`src/swbm_pkg.sv`:
```
// package of constants for the single-wire bus master event block
// Operation
// - set reset-complete flag when a generated bus reset finishes
// - set operation-complete flag at end of a write or read transaction; read phase when combined
// - set no-responder flag when no presence seen after bus reset
// - set stuck-bus flag when line held low by another party
// - set transfer-engine-done flag when a one is written to bit 0 of the engine-done register
// - clear register deasserts only the selected flags
// - only enabled flags drive the interrupt output
// - one enable bit per event source, written as a mask
// - raw and masked views of the flags are both readable
// - bit count 1 to 32; exactly that many bits are shifted
// - reset, write, read selects combine; reset comes first
// - write phase runs before read phase
// - bus active flag high during reset, write or read
// - received bits default to one unless a slave pulls low
package swbm_pkg;
    localparam logic [7:0] SWBM_CTRL_OFFSET = 8'h00;
    localparam logic [7:0] SWBM_WDATA_OFFSET = 8'h04;
    localparam logic [7:0] SWBM_RDATA_OFFSET = 8'h08;
    localparam logic [7:0] SWBM_BUS_STATUS_OFFSET = 8'h0C;
    localparam logic [7:0] SWBM_RAW_STATUS_OFFSET = 8'h10;
    localparam logic [7:0] SWBM_MASKED_STATUS_OFFSET = 8'h14;
    localparam logic [7:0] SWBM_ENABLE_OFFSET = 8'h18;
    localparam logic [7:0] SWBM_CLEAR_OFFSET = 8'h1C;
    localparam logic [7:0] SWBM_DMA_DONE_OFFSET = 8'h20;
    localparam int SWBM_CTRL_RESET_BIT = 0;
    localparam int SWBM_CTRL_WRITE_BIT = 1;
    localparam int SWBM_CTRL_READ_BIT = 2;
    localparam int SWBM_CTRL_COUNT_LSB = 8;
    localparam int SWBM_BUS_ACTIVE_BIT = 0;
    localparam int SWBM_BUS_NO_RESP_BIT = 1;
    localparam int SWBM_BUS_STUCK_BIT = 2;
    localparam int SWBM_EV_RESET = 0;
    localparam int SWBM_EV_OP = 1;
    localparam int SWBM_EV_NO_RESP = 2;
    localparam int SWBM_EV_STUCK = 3;
    localparam int SWBM_EV_DMA = 4;
    localparam int SWBM_EVENTS = 5;
    localparam logic [4:0] SWBM_ENABLE_RESET = 5'h00;
    localparam logic [31:0] SWBM_RDATA_RESET = 32'hFFFFFFFF;
    localparam int SWBM_CLK_NS = 40;
    localparam int SWBM_RESET_LOW_NS = 480;
    localparam int SWBM_PRESENCE_NS = 70;
    localparam int SWBM_RESET_SLOT_NS = 960;
    localparam int SWBM_SLOT_NS = 120;
    localparam int SWBM_ONE_LOW_NS = 8;
    localparam int SWBM_ZERO_LOW_NS = 64;
    localparam int SWBM_SAMPLE_NS = 80;
    localparam int SWBM_STUCK_NS = 960;
    localparam int SWBM_RESET_LOW_CYC = (SWBM_RESET_LOW_NS + SWBM_CLK_NS - 1) / SWBM_CLK_NS;
    localparam int SWBM_PRESENCE_CYC = SWBM_RESET_LOW_CYC + SWBM_PRESENCE_NS / SWBM_CLK_NS;
    localparam int SWBM_RESET_SLOT_CYC = (SWBM_RESET_SLOT_NS + SWBM_CLK_NS - 1) / SWBM_CLK_NS;
    localparam int SWBM_SLOT_CYC = (SWBM_SLOT_NS + SWBM_CLK_NS - 1) / SWBM_CLK_NS;
    localparam int SWBM_ONE_LOW_CYC = (SWBM_ONE_LOW_NS + SWBM_CLK_NS - 1) / SWBM_CLK_NS;
    localparam int SWBM_ZERO_LOW_CYC = (SWBM_ZERO_LOW_NS + SWBM_CLK_NS - 1) / SWBM_CLK_NS;
    localparam int SWBM_SAMPLE_CYC = (SWBM_SAMPLE_NS + SWBM_CLK_NS - 1) / SWBM_CLK_NS;
    localparam int SWBM_STUCK_CYC = (SWBM_STUCK_NS + SWBM_CLK_NS - 1) / SWBM_CLK_NS;
endpackage

```
`src/swbm_event_if.sv`:
```
// interface carrying event pulses and flag state between core and event register
`timescale 1ns/1ps
interface swbm_event_if;
    logic [4:0] set;
    logic [4:0] clear;
    logic clear_valid;
    logic [4:0] enable;
    logic [4:0] raw;
    logic [4:0] masked;
    logic irq;
    modport core (output set, output clear, output clear_valid, output enable,
        input raw, input masked, input irq);
    modport regs (input set, input clear, input clear_valid, input enable,
        output raw, output masked, output irq);
endinterface

```
`src/swbm_event_reg.sv`:
```
// sticky event flags with enable gating and interrupt output
`timescale 1ns/1ps
module swbm_event_reg
    import swbm_pkg::*;
(
    input wire logic aclk,
    input wire logic aresetn,
    swbm_event_if.regs ev
);
    typedef struct packed {
        logic [4:0] raw;
        logic [4:0] masked;
        logic irq;
    } swbm_evreg_type;
    swbm_evreg_type state;
    swbm_evreg_type next_state;

    always_comb begin
        next_state = state;
        if (ev.clear_valid) begin
            next_state.raw = state.raw & ~ev.clear;
        end
        next_state.raw = next_state.raw | ev.set;
        next_state.masked = next_state.raw & ev.enable;
        next_state.irq = |next_state.masked;
    end

    always_ff @(posedge aclk) begin
        if (!aresetn) begin
            state <= '0;
        end else begin
            state <= next_state;
        end
    end

    assign ev.raw = state.raw;
    assign ev.masked = state.masked;
    assign ev.irq = state.irq;

    property p_set_sticks;
        @(posedge aclk) disable iff (!aresetn)
        |ev.set |=> ((state.raw & $past(ev.set)) == $past(ev.set));
    endproperty
    a_set_sticks: assert property (p_set_sticks) else $error("event set lost");

    property p_hold;
        @(posedge aclk) disable iff (!aresetn)
        (!ev.clear_valid && ev.set == 5'h00) |=> (state.raw == $past(state.raw));
    endproperty
    a_hold: assert property (p_hold) else $error("flag changed without cause");

    property p_clear;
        @(posedge aclk) disable iff (!aresetn)
        (ev.clear_valid && ((ev.clear & ev.set) == 5'h00)) |=>
            ((state.raw & $past(ev.clear)) == 5'h00);
    endproperty
    a_clear: assert property (p_clear) else $error("selected flag not cleared");

    property p_irq;
        @(posedge aclk) disable iff (!aresetn)
        state.irq == |(state.raw & $past(ev.enable));
    endproperty
    a_irq: assert property (p_irq) else $error("interrupt not gated by enable");
endmodule

```
`src/swbm_top.sv`:
```
// single-wire bus master transaction engine with axi4-lite registers
//
// The register addresses and the AXI4-Lite interface to the registers were left to the implementer.
`timescale 1ns/1ps
module swbm_top
    import swbm_pkg::*;
(
    input wire logic aclk,
    input wire logic aresetn,
    input wire logic [7:0] s_axi_awaddr,
    input wire logic s_axi_awvalid,
    output logic s_axi_awready,
    input wire logic [31:0] s_axi_wdata,
    input wire logic [3:0] s_axi_wstrb,
    input wire logic s_axi_wvalid,
    output logic s_axi_wready,
    output logic [1:0] s_axi_bresp,
    output logic s_axi_bvalid,
    input wire logic s_axi_bready,
    input wire logic [7:0] s_axi_araddr,
    input wire logic s_axi_arvalid,
    output logic s_axi_arready,
    output logic [31:0] s_axi_rdata,
    output logic [1:0] s_axi_rresp,
    output logic s_axi_rvalid,
    input wire logic s_axi_rready,
    input wire logic line_in,
    output logic line_out,
    output logic line_oe,
    output logic irq
);
    typedef enum logic [2:0] {
        ST_IDLE, ST_RST_LOW, ST_RST_WAIT, ST_BIT, ST_DONE
    } swbm_phase_type;

    typedef struct packed {
        logic awready;
        logic wready;
        logic aw_got;
        logic w_got;
        logic [7:0] awaddr;
        logic [31:0] wdata;
        logic [3:0] wstrb;
        logic bvalid;
        logic [1:0] bresp;
        logic rvalid;
        logic arready;
        logic [1:0] rresp;
        logic [31:0] rdata;
        logic [4:0] enable;
        logic [31:0] wshift;
        logic [31:0] rshift;
        logic [31:0] rd_result;
        logic [5:0] count;
        logic [5:0] bit_idx;
        logic do_write;
        logic do_read;
        logic in_read;
        logic presence;
        logic no_resp;
        logic stuck;
        logic [9:0] low_cnt;
        logic [9:0] timer;
        swbm_phase_type phase;
        logic line_oe;
        logic irq;
    } swbm_state_type;

    swbm_state_type state;
    swbm_state_type next_state;
    swbm_event_if ev ();

    function automatic logic [31:0] reg_read(input logic [7:0] addr, input swbm_state_type s,
                                             input logic [4:0] raw, input logic [4:0] masked);
        reg_read = 32'h00000000;
        unique case (addr)
            SWBM_RDATA_OFFSET: reg_read = s.rd_result;
            SWBM_BUS_STATUS_OFFSET: begin
                reg_read[SWBM_BUS_ACTIVE_BIT] = (s.phase != ST_IDLE);
                reg_read[SWBM_BUS_NO_RESP_BIT] = s.no_resp;
                reg_read[SWBM_BUS_STUCK_BIT] = s.stuck;
            end
            SWBM_RAW_STATUS_OFFSET: reg_read[4:0] = raw;
            SWBM_MASKED_STATUS_OFFSET: reg_read[4:0] = masked;
            SWBM_ENABLE_OFFSET: reg_read[4:0] = s.enable;
            default: reg_read = 32'h00000000;
        endcase
    endfunction

    function automatic logic addr_ok(input logic [7:0] addr, input logic is_write);
        unique case (addr)
            SWBM_CTRL_OFFSET, SWBM_WDATA_OFFSET, SWBM_ENABLE_OFFSET,
            SWBM_CLEAR_OFFSET, SWBM_DMA_DONE_OFFSET: addr_ok = is_write;
            SWBM_RDATA_OFFSET, SWBM_BUS_STATUS_OFFSET, SWBM_RAW_STATUS_OFFSET,
            SWBM_MASKED_STATUS_OFFSET: addr_ok = !is_write || 1'b0;
            default: addr_ok = 1'b0;
        endcase
        if (addr == SWBM_ENABLE_OFFSET) begin
            addr_ok = 1'b1;
        end
    endfunction

    logic wr_fire;
    logic [4:0] ev_set;
    logic [4:0] ev_clear;
    logic ev_clear_valid;

    always_comb begin
        next_state = state;
        ev_set = 5'h00;
        ev_clear = 5'h00;
        ev_clear_valid = 1'b0;
        wr_fire = 1'b0;
        // write address and data taken in either order
        if (state.awready && s_axi_awvalid) begin
            next_state.awready = 1'b0;
            next_state.aw_got = 1'b1;
            next_state.awaddr = s_axi_awaddr;
        end
        if (state.wready && s_axi_wvalid) begin
            next_state.wready = 1'b0;
            next_state.w_got = 1'b1;
            next_state.wdata = s_axi_wdata;
            next_state.wstrb = s_axi_wstrb;
        end
        if (state.aw_got && state.w_got && !state.bvalid) begin
            wr_fire = 1'b1;
            next_state.aw_got = 1'b0;
            next_state.w_got = 1'b0;
            next_state.bvalid = 1'b1;
            next_state.bresp = addr_ok(state.awaddr, 1'b1) ? 2'b00 : 2'b10;
        end
        if (state.bvalid && s_axi_bready) begin
            next_state.bvalid = 1'b0;
            next_state.awready = 1'b1;
            next_state.wready = 1'b1;
        end
        if (wr_fire && state.wstrb == 4'hF) begin
            unique case (state.awaddr)
                SWBM_ENABLE_OFFSET: next_state.enable = state.wdata[4:0];
                SWBM_CLEAR_OFFSET: begin
                    ev_clear = state.wdata[4:0];
                    ev_clear_valid = 1'b1;
                end
                SWBM_WDATA_OFFSET: next_state.wshift = state.wdata;
                SWBM_DMA_DONE_OFFSET: ev_set[SWBM_EV_DMA] = state.wdata[0];
                SWBM_CTRL_OFFSET: begin
                    if (state.phase == ST_IDLE) begin
                        // count 1..32, zero taken as 32
                        next_state.count = (state.wdata[SWBM_CTRL_COUNT_LSB +: 6] == 6'h00 ||
                            state.wdata[SWBM_CTRL_COUNT_LSB +: 6] > 6'd32) ? 6'd32 :
                            state.wdata[SWBM_CTRL_COUNT_LSB +: 6];
                        next_state.do_write = state.wdata[SWBM_CTRL_WRITE_BIT];
                        next_state.do_read = state.wdata[SWBM_CTRL_READ_BIT];
                        next_state.bit_idx = 6'h00;
                        next_state.timer = 10'h000;
                        next_state.rshift = SWBM_RDATA_RESET;
                        if (state.wdata[SWBM_CTRL_RESET_BIT]) begin
                            next_state.phase = ST_RST_LOW;
                            next_state.presence = 1'b0;
                        end else if (state.wdata[SWBM_CTRL_WRITE_BIT] ||
                                     state.wdata[SWBM_CTRL_READ_BIT]) begin
                            next_state.phase = ST_BIT;
                            next_state.in_read = !state.wdata[SWBM_CTRL_WRITE_BIT];
                        end
                    end
                end
                default: begin
                end
            endcase
        end
        // read channel
        if (state.rvalid && s_axi_rready) begin
            next_state.rvalid = 1'b0;
        end
        if (state.arready && s_axi_arvalid) begin
            next_state.rvalid = 1'b1;
            next_state.rdata = reg_read(s_axi_araddr, state, ev.raw, ev.masked);
            next_state.rresp = addr_ok(s_axi_araddr, 1'b0) ? 2'b00 : 2'b10;
        end
        next_state.arready = !next_state.rvalid;
        // stuck-low watch while master releases the line
        if (!state.line_oe && !line_in) begin
            if (state.low_cnt != 10'(SWBM_STUCK_CYC)) begin
                next_state.low_cnt = state.low_cnt + 10'h001;
            end
            if (state.low_cnt == 10'(SWBM_STUCK_CYC - 1)) begin
                ev_set[SWBM_EV_STUCK] = 1'b1;
                next_state.stuck = 1'b1;
            end
        end else begin
            next_state.low_cnt = 10'h000;
            next_state.stuck = 1'b0;
        end
        next_state.timer = (state.phase == ST_IDLE) ? 10'h000 : state.timer + 10'h001;
        unique case (state.phase)
            ST_IDLE: begin
                next_state.line_oe = 1'b0;
            end
            ST_RST_LOW: begin
                next_state.line_oe = 1'b1;
                if (state.timer == 10'(SWBM_RESET_LOW_CYC - 1)) begin
                    next_state.line_oe = 1'b0;
                    next_state.phase = ST_RST_WAIT;
                end
            end
            ST_RST_WAIT: begin
                if (state.timer >= 10'(SWBM_RESET_LOW_CYC + 1) && !line_in) begin
                    next_state.presence = 1'b1;
                end
                if (state.timer == 10'(SWBM_RESET_SLOT_CYC - 1)) begin
                    next_state.timer = 10'h000;
                    ev_set[SWBM_EV_RESET] = 1'b1;
                    ev_set[SWBM_EV_NO_RESP] = !state.presence;
                    next_state.no_resp = !state.presence;
                    next_state.in_read = !state.do_write;
                    next_state.phase = (state.do_write || state.do_read) ? ST_BIT : ST_IDLE;
                end
            end
            ST_BIT: begin
                // a zero only when a slave pulls low at sample
                if (state.in_read) begin
                    next_state.line_oe = (state.timer < 10'(SWBM_ONE_LOW_CYC));
                    if (state.timer == 10'(SWBM_SAMPLE_CYC) && !line_in) begin
                        next_state.rshift[state.bit_idx[4:0]] = 1'b0;
                    end
                end else begin
                    next_state.line_oe = state.wshift[state.bit_idx[4:0]] ?
                        (state.timer < 10'(SWBM_ONE_LOW_CYC)) :
                        (state.timer < 10'(SWBM_ZERO_LOW_CYC));
                end
                if (state.timer == 10'(SWBM_SLOT_CYC - 1)) begin
                    next_state.timer = 10'h000;
                    next_state.line_oe = 1'b0;
                    next_state.bit_idx = state.bit_idx + 6'h01;
                    if (state.bit_idx == state.count - 6'h01) begin
                        next_state.bit_idx = 6'h00;
                        if (!state.in_read && state.do_read) begin
                            next_state.in_read = 1'b1;
                        end else begin
                            next_state.phase = ST_DONE;
                        end
                    end
                end
            end
            ST_DONE: begin
                ev_set[SWBM_EV_OP] = 1'b1;
                if (state.do_read) begin
                    next_state.rd_result = state.rshift;
                end
                next_state.phase = ST_IDLE;
            end
        endcase
        next_state.irq = ev.irq;
    end

    always_ff @(posedge aclk) begin
        if (!aresetn) begin
            state <= '0;
            state.awready <= 1'b1;
            state.wready <= 1'b1;
            state.arready <= 1'b1;
            state.enable <= SWBM_ENABLE_RESET;
            state.rd_result <= SWBM_RDATA_RESET;
            state.phase <= ST_IDLE;
        end else begin
            state <= next_state;
        end
    end

    assign ev.set = ev_set;
    assign ev.clear = ev_clear;
    assign ev.clear_valid = ev_clear_valid;
    assign ev.enable = state.enable;

    swbm_event_reg u_event_reg (
        .aclk(aclk),
        .aresetn(aresetn),
        .ev(ev)
    );

    assign s_axi_awready = state.awready;
    assign s_axi_wready = state.wready;
    assign s_axi_bvalid = state.bvalid;
    assign s_axi_bresp = state.bresp;
    assign s_axi_arready = state.arready;
    assign s_axi_rvalid = state.rvalid;
    assign s_axi_rdata = state.rdata;
    assign s_axi_rresp = state.rresp;
    assign line_out = 1'b0;
    assign line_oe = state.line_oe;
    assign irq = state.irq;

    property p_busy;
        @(posedge aclk) disable iff (!aresetn)
        (state.line_oe) |-> (state.phase != ST_IDLE);
    endproperty
    a_busy: assert property (p_busy) else $error("line driven while idle");

    property p_reset_done;
        @(posedge aclk) disable iff (!aresetn)
        (state.phase == ST_RST_WAIT && $past(state.phase) == ST_RST_LOW) |->
            ##[1:30] ev_set[SWBM_EV_RESET];
    endproperty
    a_reset_done: assert property (p_reset_done) else $error("reset done missing");

    property p_op_done;
        @(posedge aclk) disable iff (!aresetn)
        ev_set[SWBM_EV_OP] |-> (state.phase == ST_DONE && (!state.do_read || state.in_read));
    endproperty
    a_op_done: assert property (p_op_done) else $error("op done before read phase");

    property p_count;
        @(posedge aclk) disable iff (!aresetn)
        (state.phase == ST_BIT) |-> (state.bit_idx < state.count);
    endproperty
    a_count: assert property (p_count) else $error("bit index beyond count");

    property p_no_resp;
        @(posedge aclk) disable iff (!aresetn)
        ev_set[SWBM_EV_NO_RESP] |-> (ev_set[SWBM_EV_RESET] && !state.presence);
    endproperty
    a_no_resp: assert property (p_no_resp) else $error("no responder outside reset end");

    property p_stuck;
        @(posedge aclk) disable iff (!aresetn)
        ev_set[SWBM_EV_STUCK] |-> (!state.line_oe && !line_in && $past(!line_in));
    endproperty
    a_stuck: assert property (p_stuck) else $error("stuck flag while line free");

    c_reset_txn: cover property (@(posedge aclk) state.phase == ST_RST_WAIT);
    c_combined: cover property (@(posedge aclk) state.phase == ST_BIT && state.in_read &&
        state.do_write);
    c_irq: cover property (@(posedge aclk) irq);
endmodule

```
`config.mk`:
```
export PLATFORM = sky130hd
export DESIGN_NAME = swbm_top
export DESIGN_NICKNAME = d
export VERILOG_FILES = /design/src/swbm_pkg.sv /design/src/swbm_event_if.sv /design/src/swbm_event_reg.sv /design/src/swbm_top.sv
export SDC_FILE = /design/constraint.sdc
export NUM_CORES = 1
export LEC_CHECK = 0
export BUFFER_PORTS_ARGS = -buffer_cell sky130_fd_sc_hd__buf_2
export CAP_MARGIN = 20
export CELL_PAD_IN_SITES_DETAIL_PLACEMENT = 1
export CELL_PAD_IN_SITES_GLOBAL_PLACEMENT = 2
export CORE_ASPECT_RATIO = 2
export CORE_MARGIN = 8
export CORE_UTILIZATION = 36
export CTS_CLUSTER_DIAMETER = 60
export DETAILED_ROUTE_END_ITERATION = 8
export GPL_TIMING_DRIVEN = 1
export PLACE_DENSITY_LB_ADDON = 0.25
export SYNTH_ARGS = -nofsm -noshare
export SYNTH_HDL_FRONTEND = slang
export SYNTH_SLANG_ARGS = --single-unit
export TNS_END_PERCENT = 20
```
`constraint.sdc`:
```
create_clock -name aclk -period 2.6 [get_ports aclk]
set_input_delay 0.26 -clock aclk [delete_from_list [all_inputs] [get_ports aclk]]
set_output_delay 0.26 -clock aclk [all_outputs]
set_load 0.01 [all_outputs]
```
* Word-level counts from Yosys, hierarchy flattened *
Cells that the tools add are included.

cells by class
  bitwise logic cells = 7
  equal/unequal tests = 20
  reduce and logical (&&, ||, !) cells = 40
  magnitude comparators = 6
  $add $sub $neg = 4
  multiplexer cells = 73

operator list
  cell                   number
  $mux 32                6
  $eq 8x5->1 const B     5
  $mux 10                4
  $mux 1                 33
  $and 32x32->32         1
  $not 32->32            1
  $mux 27                1
  $mux 6                 4
  $mux 3                 7
  $add 10x1->10 const B  2
  $eq 10x5->1 const B    2
  $pmux 10 s2            1
  $eq 8x4->1 const B     2
  $mux 5                 3
  $pmux 3 s5             1
  $mux 14                1
  $logic_and 1x1->1      13
  $mux 13                1
  $pmux 3 s4             1
  $and 5x5->5            2
  $eq 10x2->1 const B    1
  $eq 10x4->1 const B    1
  $ge 10x4->1 const B    1
  $lt 10x1->1 const B    1
  35 further kinds       55

storage, ports and cells
  output and inout bits = 44
  register bits = 242
  bits of input ports = 60
  word-level logic and storage cells = 183

* Logic depth before layout (Yosys ltp) *
Gate-level depths: netlist (run 1).

  word-level depth = 11
  mapped depth = 8
  mapped depth without buffers = 8

* By module *
From an unflattened synthesis (run 1), not the netlist that was laid out.

second synthesis, totals
  cells, all modules = 1,194
  area total of the unflattened synthesis = 10,324.9 µm²

by module, submodules not included
  module          instances  sequential area each (µm²)  area each (µm²)  cells an instance
  swbm_top        1          4,584.4                     9,958.3          1,157
  swbm_event_reg  1          220.2                       366.6            37

* Least setup slack after synthesis (run 1) *
Ideal clock, no wire load.

  kind = register to register
  from = register state[219] in the netlist's numbering
  to = register u_event_reg.state (netlist bit u_event_reg.ev.irq)
  buffers on the path = 0
  data required time = 2.466 ns
  period minus slack after synthesis = 2.259 ns
  data arrival time = 2.125 ns
  stages on the path, launching flop included = 7
  setup time = 0.134 ns
  path slack = 0.341 ns
  cell sequence = dfxtp_1 > or4_4 > nor4_4 > a21boi_1 > o21a_1 > and2_4 > or4b_1

on the way
  longest elaborated chain between the ends = 9
  elaborated cells between the ends (all ways) = 14
  classes of those cells = 2 x eq/ne; 7 x mux; 4 x bitwise; 1 x reduce/logical

ends and longest elaborated chain
  what                      line                  RTL
  start: declaration        swbm_top.sv:69        swbm_state_type state;
  start signal: assignment  swbm_top.sv:267       state <= next_state;
  $eq 8x5->1                swbm_top.sv:139       unique case (state.awaddr)
  $mux 5                    swbm_top.sv:139
  $mux 5                    swbm_top.sv:138       if (wr_fire && state.wstrb == 4'hF) begin
  $not 5->5                 swbm_event_reg.sv:21  next_state.raw = state.raw & ~ev.clear;
  $and 5x5->5               swbm_event_reg.sv:21
  $mux 5                    swbm_event_reg.sv:20  if (ev.clear_valid) begin
  $or 5x5->5 (*)            swbm_event_reg.sv:23  next_state.raw = next_state.raw | ev.set;
  $and 5x5->5 (*)           swbm_event_reg.sv:24  next_state.masked = next_state.raw & ev.enable;
  $reduce_or 5->1 (*)       swbm_event_reg.sv:25  next_state.irq = |next_state.masked;
  end signal: assignment    swbm_event_reg.sv:32  state <= next_state;
  end: declaration          swbm_event_reg.sv:15  swbm_evreg_type state;

Mark *: on every way between the ends. The rest lies on a longest branch, timed or not.
A chain may end at the register's enable or synchronous reset.

* Final worst setup path (run 1) *
Same ends and word-level chain as after synthesis.

==> impl_results.md, run 1 <==
* Final hold vios at 0
* Critical Path Fanout Max at 5
* Yosys top cell area share at 48.3%
* Final setup vio count at 0
* Layout Cells excl Fill at 1611
* Power per standard cell area at 625 nW/um^2
* # H-tree levels at 1
* Top FF cell, synth: dfxtp_1
* DRC at 0
* Fin. max-slew vios at 0
* Vias in the first global route at 8733
* Netlist cell types at 67
* Diodes inserted at 0
* Hold path cells at 3
* Total core area at 27400 sq um
* Setup TNS at 0 ps
* Clock sinks at 240
* Seq cells post-synth at 240
* Setup WS pre-CTS at 148 ps
* DR pass1 iterations at 4
* Most frequent cells in the layout: nand2_1 (256), dfxtp_1 (240), buf_2 (99)
* Die Area at 33600 sq um
* Number of top-level pins at 104
* Netlist Area Pre-Place at 9960 sq um
* Syn avg cell area at 8.63 sq um
* Via count at 8253
* Final worst slack at 147 ps
* Post-route cell area at 11800 sq um
* Part of the Yosys area used for sequential elements at 48.3%
* Req. time, crit path at 2980 ps
* Post-synth EDFFs at 0
* Worst reg2reg path depth at 6
* Layout cells sized above 1 at 15.7%
* Routability cong. at 0.772
* Wire length per cell at 16.7 um
* Relative slew slack at 59.3%
* Asr flop ratio synth at 0%
* LEAKAGE at 4.65 nW
* Initial DRC count at 228
* First-pass GRT wire length at 44500 um
* Placed Cells at 1533
* Tightest Pin Transition at 611 ps
* Inserted Clock Buffers at 22
* Worst R2R Setup Slack at 150 ps
* Max Freq at 408 MHz
* CTS tree: yes
* Largest net degree at the start of global routing at 75
* Area grow syn2layout at 18.0%
* Crit Path Class: reg -> reg
* DR vias/cell at 5.12
* Startpoint Class: flip-flop
* CP arrival at 2840 ps
* Drt total wl at 27000 um
* Clock skew at 8.23 ps
* Clock transition at the registers of the reported paths at 60 ps
* GRT Util Overall at 16.0%
* Die height at 251 um
* Final Core Density at 42.8%
* RSZ-0062 raised after global routing: false
* Setup crit end kind: flip-flop
* IO Port Bufs at 100
* YS warnings at 0
* Initial antenna violation count at 0
* Max rail drop VDD at 0.399 mV
* Highest cell delay on the worst timing path at 580 ps
* Dpl hpwl at 20000 um
* Critical-path cell list: or4_4, nor4_4, nand2_1, a32oi_1, nor2b_1, or4b_1
* Top cells by area, synth: dfxtp_1 (48%), nand2_1 (9.7%), a21oi_1 (3.9%)
* CTS root buffer: clkbuf_16
* CTS max path bufs at 3
* Most common cell after layout, fill and taps aside: nand2_1
* Status: complete, no violations
* Final Critical Period at 2450 ps
* HP Class: in -> reg
* Worst hold margin at 16.0 ps
* Routed Antenna Nets at 0
* Die X at 134 um
* Cells after Synth at 1154
* Area post-placement at 10700 sq um
* Power, Total at 7.35 mW
* Final cycle utilization of the critical path at 94.4%
* Total setup buffers inserted after CTS at 0
* Post-layout net count at 1315
* CP max stage cell: or4_4
* Initial Util at 36.3%
* Number of max-cap violations at 0
* Core Rows at 86
* Overflow after GRT at 0
* Clk_lat worst skew at 520 ps
* Synth area leader: dfxtp_1
[sequential cells by signal (all words and copies together) (netlist names), 5 cells and up]
| name | cells |
|---|---|
| state | 183 |
| s_axi_rdata | 32 |
| ev.enable | 5 |
| u_event_reg.ev.masked | 5 |
| u_event_reg.ev.raw | 5 |
[cell type report]
cell class	count	area, sq um
Clock buffer	32	639
Clock inverter	7	62.6
Fill cell	3238	15700
Inverter	20	76.3
Multi-Input combinational cell	784	4520
Sequential cell	240	4800
Tap cell	352	440
Timing Repair Buffer	176	1210
[where the power goes]
part           internal, mW  switching, mW  total [mW]
Sequential             3.73         0.0473        3.78
Clock                  1.81           1.39        3.19
Combinational         0.160          0.212       0.372
Total                  5.70           1.64        7.35
[final timing paths]
path,start,endpoint
hold reg to reg,u_event_reg.ev.irq,irq
setup reg to reg,state[219],u_event_reg.ev.irq
setup / recovery,state[219],u_event_reg.ev.irq
hold / removal,s_axi_awaddr[0],state[219]
[kinds of logic (layout without fill, tap and decap cells)]
logic type | after synthesis | in the layout | share of synthesized area [%]
flops | 240 | 240 | 48.3
compound gates | 223 | 223 | 16.0
fa+ha+maj | 11 | 11 | 1.38
simple gates | 499 | 499 | 22.6
other cells | 1 | 3 | 0.0377
mux | 25 | 25 | 3.27
buf+inv | 132 | 235 | 6.48
xor+xnor | 23 | 23 | 2.02
[worst max-delay path, delay by kind of cell, from the launching register on]
kind | cells | cell delay, ps
flip-flops | 1 | 310
AO/OA/AOI/OAI | 1 | 260
AND/OR/NAND/NOR | 5 | 1740
[what timing repair did]
item                                   in CTS  in global routing
resized for setup                           0                  0
endpoints found under the hold margin      39                  0
hold buffers                               39                  0
[cell usage after synthesis, types with 10 or more instances]
master,number
a21boi_0,20
dfxtp_1,240
inv_1,20
nor2_1,89
o221a_1,32
mux2_2,10
buf_4,37
nand4_1,11
nand3b_1,11
mux2i_1,10
clkbuf_1,64
nand3_1,61
nand2_1,256
nor3_1,16
ha_1,11
o21ai_0,15
a21oi_1,78
a22oi_1,28
xnor2_1,14
[metal layers]
metal / part of all wire (%) / vias to the layer above / global-route usage (%)
met4: 2.5 / 0 / 5.78
li1: - / 4118 / -
met5: 0 / - / 0
met1: 37 / 3974 / 15.7
met2: 57 / 121 / 32.5
met3: 3.1 / 40 / 2.40
Power figures use the tool's default switching activity.
==> inputs of run 2 (changes only) <==
CORE_UTILIZATION = 38   (was 36)
clock period = 3.1 ns   (was 2.6 ns; I/O delays follow)
==> run 2 against run 1 <==
Against the previous run:
- first-iteration DRC count rose by 38%
- core utilization is 0.87 points higher
- clock-buffer cell count decreased by 4
- global-route usage is 0.95 points higher
- fmax down 4.1%
- via count decreased by 3.0%
- sequential share of layout area rose by 1.3 points
- cell count shrank 3.4%
- critical path type unchanged
- critical endpoint is now state[79]
==> impl_results.md, run 2 (synthesized netlist as in run 1, its figures left out) <==
* LEAKAGE at 4.48 nW (-3.6%)
* Power per standard cell area at 568 nW/um^2 (-9.2%)
* Most frequent cells in the layout: nand2_1 (256), dfxtp_1 (240), buf_2 (99)
* Final worst slack at 542 ps (+396 ps)
* HP Class: in -> reg
* Routability cong. at 0.774 (+0.21%)
* Startpoint Class: flip-flop
* Diodes inserted at 0 (unchanged)
* Relative slew slack at 31.7% (-28 points)
* Final hold vios at 0 (unchanged)
* DR pass1 iterations at 4 (unchanged)
* Setup WS pre-CTS at 521 ps (+373 ps)
* Worst R2R Setup Slack at 540 ps (+400 ps)
* Die height at 245 um (-2.5%)
* Layout cells sized above 1 at 15.1% (-0.64 points)
* Via count at 8008 (-3.0%)
* Largest net degree at the start of global routing at 104 (+39%)
* Post-cts resize count at 0 (unchanged)
* Status: complete, no violations
* Overflow after GRT at 0 (unchanged)
* Most common cell after layout, fill and taps aside: nand2_1
* Die Area at 32000 sq um (-4.8%)
* Post-route cell area at 11400 sq um (-3.1%)
* Vias in the first global route at 8507 (-2.6%)
* Die X at 130 um (-2.3%)
* CTS tree: yes
* DRC at 0 (unchanged)
* Placed Cells at 1509 (-1.6%)
* IO Port Bufs at 100 (unchanged)
* Clock sinks at 240 (unchanged)
* Post-layout net count at 1271 (-3.3%)
* Crit Path Class: reg -> reg
* Max rail drop VDD at 0.375 mV (-5.9%)
* Area post-placement at 10500 sq um (-1.6%)
* Area grow syn2layout at 14.4%
* Inserted Clock Buffers at 23 (+4.5%)
* Number of max-cap violations at 0 (unchanged)
* Dpl hpwl at 19500 um (-2.2%)
* Worst hold margin at 16.9 ps (+0.888 ps)
* Final cycle utilization of the critical path at 82.5% (-12 points)
* Number of top-level pins at 104 (unchanged)
* Power, Total at 6.46 mW (-12%)
* Total setup buffers inserted after CTS at 0 (unchanged)
* Final setup vio count at 0 (unchanged)
* Max Freq at 391 MHz (-4.1%)
* Initial DRC count at 314 (+38%)
* Final Critical Period at 2560 ps (+104 ps)
* Wire length per cell at 17.0 um (+1.5%)
* Max reg flops at 183 (unchanged)
* DR vias/cell at 5.14 (+0.40%)
* Setup crit end kind: flip-flop
* Clock skew at 19.3 ps (+11.0 ps)
* Setup TNS at 0 ps (unchanged)
* RSZ-0062 raised after global routing: false
* Drt total wl at 26500 um (-1.9%)
* GRT Util Overall at 17.0% (+0.95 points)
* CTS max path bufs at 3 (unchanged)
* Tightest Pin Transition at 1020 ps (+413 ps)
* Req. time, crit path at 3520 ps (+540 ps)
* CP arrival at 2980 ps (+140 ps)
* Top reg by flops: state
* Initial Util at 38.2% (+1.9 points)
* Initial antenna violation count at 0 (unchanged)
* Total core area at 26100 sq um (-5.0%)
* Critical Path Fanout Max at 8 (+3)
* First-pass GRT wire length at 44000 um (-1.1%)
* CTS root buffer: clkbuf_16
* Layout Cells excl Fill at 1557 (-3.4%)
* Core Rows at 84 (-2.3%)
* # H-tree levels at 1 (unchanged)
* Final Core Density at 43.7% (+0.87 points)
* Fin. max-slew vios at 0 (unchanged)
* Routed Antenna Nets at 0 (unchanged)
* Clk_lat worst skew at 540 ps (+20 ps)
* Clock transition at the registers of the reported paths at 60 ps (about the same)
==> run 2: cell types whose count changed in the layout (fill, tap and decap cells not counted), sizes merged <==
cell         previous run  this run
clkinv                  6         4
bufinv                  1         5
dlygate4sd3            39        10
clkbuf                 32        28
buf                   137       121
inv                    19        20
==> run 2: final cells by class <==
type | count | area [sq um]
fillers | 3130 | 14700
flip-flops and latches | 240 | 4800
multi-input cells | 784 | 4520
repair buffers | 131 | 761
clock buffers | 28 | 604
well taps | 344 | 430
clock inverters | 10 | 193
inverters | 20 | 76.3
==> run 2: path summary, 6_finish.rpt <==
path / from / end / cells past startpoint
worst max register to register: state[11] / state[79] / 6
worst min-delay path: s_axi_wdata[11] / state[198] / 3
worst max-delay path: state[11] / state[79] / 6
worst min register to register: state[128] / state[128] / 2
==> run 2: worst max-delay path: stages (launching register included) <==
cell,delay (ps)
dfxtp_1,340
nor4_1,500
nor3b_2,360
nand4_1,200
nor3b_2,440
nand2_1,310
o221a_1,310
==> run 2: what timing repair did <==
action	4_1_cts	5_1_grt
hold endpoints to repair	10	0
hold buffers	10	0
endpoints found under the setup margin	0	0
==> run 2: where the power goes <==
group          internal [mW]  switching (mW)  total, mW  leakage (nW)
registers               3.13          0.0415       3.17          1.94
logic                  0.105           0.169      0.275          2.15
clock network           1.81            1.21       3.02         0.388
total                   5.05            1.42       6.46          4.48
==> run 2: metal layers <==
metal / part of all wire, % / vias up / global-route usage (%)
li1: - / 4034 / -
met1: 41 / 3806 / 19.2
met2: 52 / 135 / 31.1
met3: 3.9 / 33 / 2.39
met4: 2.8 / 0 / 6.39
met5: 0 / - / 0
==> inputs of run 3 (changes only) <==
CORE_UTILIZATION = 32   (was 38)
clock period = 2.3 ns   (was 3.1 ns; I/O delays follow)
==> run 3 against run 2 <==
Against the previous run:
- first-iteration DRC count increased by 24%
- setup slack got worse by 480 ps
- via count up 5.0%
- core utilization is 3.7 points lower
- highest routed layer unchanged
- sequential cell count unchanged
- die area grew 17%
- worst hold slack lost 2.3 ps
- largest power group unchanged
- clock skew shrank 11 ps
- register-to-register slack lost 480 ps
==> impl_results.md, run 3 (synthesized netlist as in run 1, its figures left out) <==
* Status: complete, no violations
* DR vias/cell at 5.02 (-2.3%)
* # H-tree levels at 1 (unchanged)
* Die Area at 37400 sq um (+17%)
* CTS root buffer: clkbuf_16
* Top reg by flops: state
* Total core area at 30700 sq um (+18%)
* CTS tree: yes
* CP arrival at 2640 ps (-340 ps)
* Most frequent cells in the layout: nand2_1 (256), dfxtp_1 (236), buf_2 (99)
* Worst path buffer plus inverter count at 0 (unchanged)
* HP Class: in -> reg
* Initial antenna violation count at 0 (unchanged)
* RSZ-0062 raised after global routing: true
* Final hold vios at 0 (unchanged)
* Via count at 8410 (+5.0%)
* Tightest Pin Transition at 720 ps (-305 ps)
* CP max stage cell: or4_4
* DR pass1 iterations at 4 (unchanged)
* Clk_lat worst skew at 530 ps (about the same)
* Relative slew slack at 52.0% (+20 points)
* Power per standard cell area at 706 nW/um^2 (+24%)
* Hold path cells at 3 (unchanged)
* Final setup vio count at 0 (unchanged)
* Clock sinks at 240 (unchanged)
* Die X at 141 um (+7.9%)
* Dpl hpwl at 20900 um (+6.9%)
* Worst path depth at 6 (unchanged)
* Largest net degree at the start of global routing at 101 (-2.9%)
* Vias in the first global route at 8779 (+3.2%)
* Wire length per cell at 17.3 um (+1.9%)
* Area grow syn2layout at 23.5%
* Max rail drop VDD at 0.524 mV (+40%)
* Final Critical Period at 2240 ps (-322 ps)
* Critical-path cell list: or4_4, nor4_4, a21boi_1, o21a_1, and2_4, or4b_1
* Clock skew at 7.78 ps (-11.5 ps)
* Post-layout net count at 1356 (+6.7%)
* Crit Path Class: reg -> reg
* Setup TNS at 0 ps (unchanged)
* Drt total wl at 29000 um (+9.5%)
* Number of max-cap violations at 0 (unchanged)
* Number of top-level pins at 104 (unchanged)
* Core Rows at 91 (+8.3%)
* CTS max path bufs at 3 (unchanged)
* Startpoint Class: flip-flop
* Fin. max-slew vios at 0 (unchanged)
* Initial DRC count at 390 (+24%)
* LEAKAGE at 4.92 nW (+9.8%)
* Diodes inserted at 0 (unchanged)
* Layout Cells excl Fill at 1674 (+7.5%)
* Power, Total at 8.68 mW (+34%)
* Inserted Clock Buffers at 24 (+4.3%)
* Req. time, crit path at 2700 ps (-820 ps)
* Placed Cells at 1582 (+4.8%)
* Critical Path Fanout Max at 5 (-3)
* IO Port Bufs at 100 (unchanged)
* Routability cong. at 0.767 (-0.89%)
* Final cycle utilization of the critical path at 97.2% (+15 points)
* Critical path's top delay family: simple AND/OR/NAND/NOR gates
* Total setup buffers inserted after CTS at 0 (unchanged)
* Max Freq at 447 MHz (+14%)
* Worst reg2reg path depth at 6 (unchanged)
* Max reg flops at 183 (unchanged)
* Highest cell delay on the worst timing path at 550 ps (+50 ps)
* Most common cell after layout, fill and taps aside: nand2_1
* Setup crit end kind: flip-flop
* Routed Antenna Nets at 0 (unchanged)
* Initial Util at 32.4% (-5.8 points)
* Layout cells sized above 1 at 18.7% (+3.6 points)
* Overflow after GRT at 0 (unchanged)
* Filler cells at 3643 (+16%)
* GRT Util Overall at 15.2% (-1.8 points)
* Die height at 265 um (+8.4%)
* Clock transition at the registers of the reported paths at 60 ps (about the same)
* First-pass GRT wire length at 46600 um (+5.8%)
* DRC at 0 (unchanged)
[run 3: cell count changes in the layout (fill, tap and decap cells not counted), sizes merged]
cell	change
buf	+45
dlygate4sd3	+35
clkbuf	+9
clkinv	+5
bufinv	-3
clkinvlp	-1
inv	-1
[run 3: worst register-to-register path, delay by kind of cell (launching register included)]
family	cells	cell delay, ps
simple gates	4	1480
flops	1	310
compound gates	2	330
[run 3: per-stage QoR]
step | hold slack, ps | cell area [sq um] | util [%] | setup slack [ps]
detailed placement | 445 | 10900 | 35.5 | -64.5
global placement | 435 | 10900 | 35.5 | -53.0
CTS | 3.51 | 12200 | 39.6 | 31.7
finish | 14.6 | 12300 | 40.0 | 64.0
floorplan | 330 | 9960 | - | 40.6
global route | 30.2 | 12300 | 40.0 | -37.2
[run 3: where the power goes]
group | internal, mW | switching, mW | total, mW
registers | 4.22 | 0.0473 | 4.27
clock network | 2.31 | 1.66 | 3.96
logic | 0.197 | 0.257 | 0.454
[run 3: path summary, 6_finish.rpt]
check / from / endpoint / slack [ps]
setup / recovery: state[219] / u_event_reg.ev.irq / 60
hold / removal: s_axi_awaddr[5] / state[224] / 10
setup reg to reg: state[219] / u_event_reg.ev.irq / 60
hold reg to reg: state[113] / state[113] / 450
[run 3: timing repair]
item	in CTS	in global routing
cloned	0	3
pin swaps	1	1
hold endpoints to repair	45	0
resized for setup	1	10
setup endpoints to repair	2	44
hold buffers	45	0
[run 3: final cells by class]
class                      count  area (sq um)  share of cell area (%)
inverter                      20          76.3                   0.621
timing repair buffer         215          1620                    13.1
tap                          372           465                    3.79
clock buffer                  33           686                    5.58
sequential                   240          4810                    39.1
multi-input combinational    784          4540                    36.9
clock inverter                10           100                   0.814
[run 3: metal layers]
layer	up-vias	wire length (um)	GRT usage [%]
met1	4056	11200	16.0
met3	42	786	1.85
met4	0	604	4.76
li1	4199	-	-
met5	-	0	0
met2	113	16400	30.3
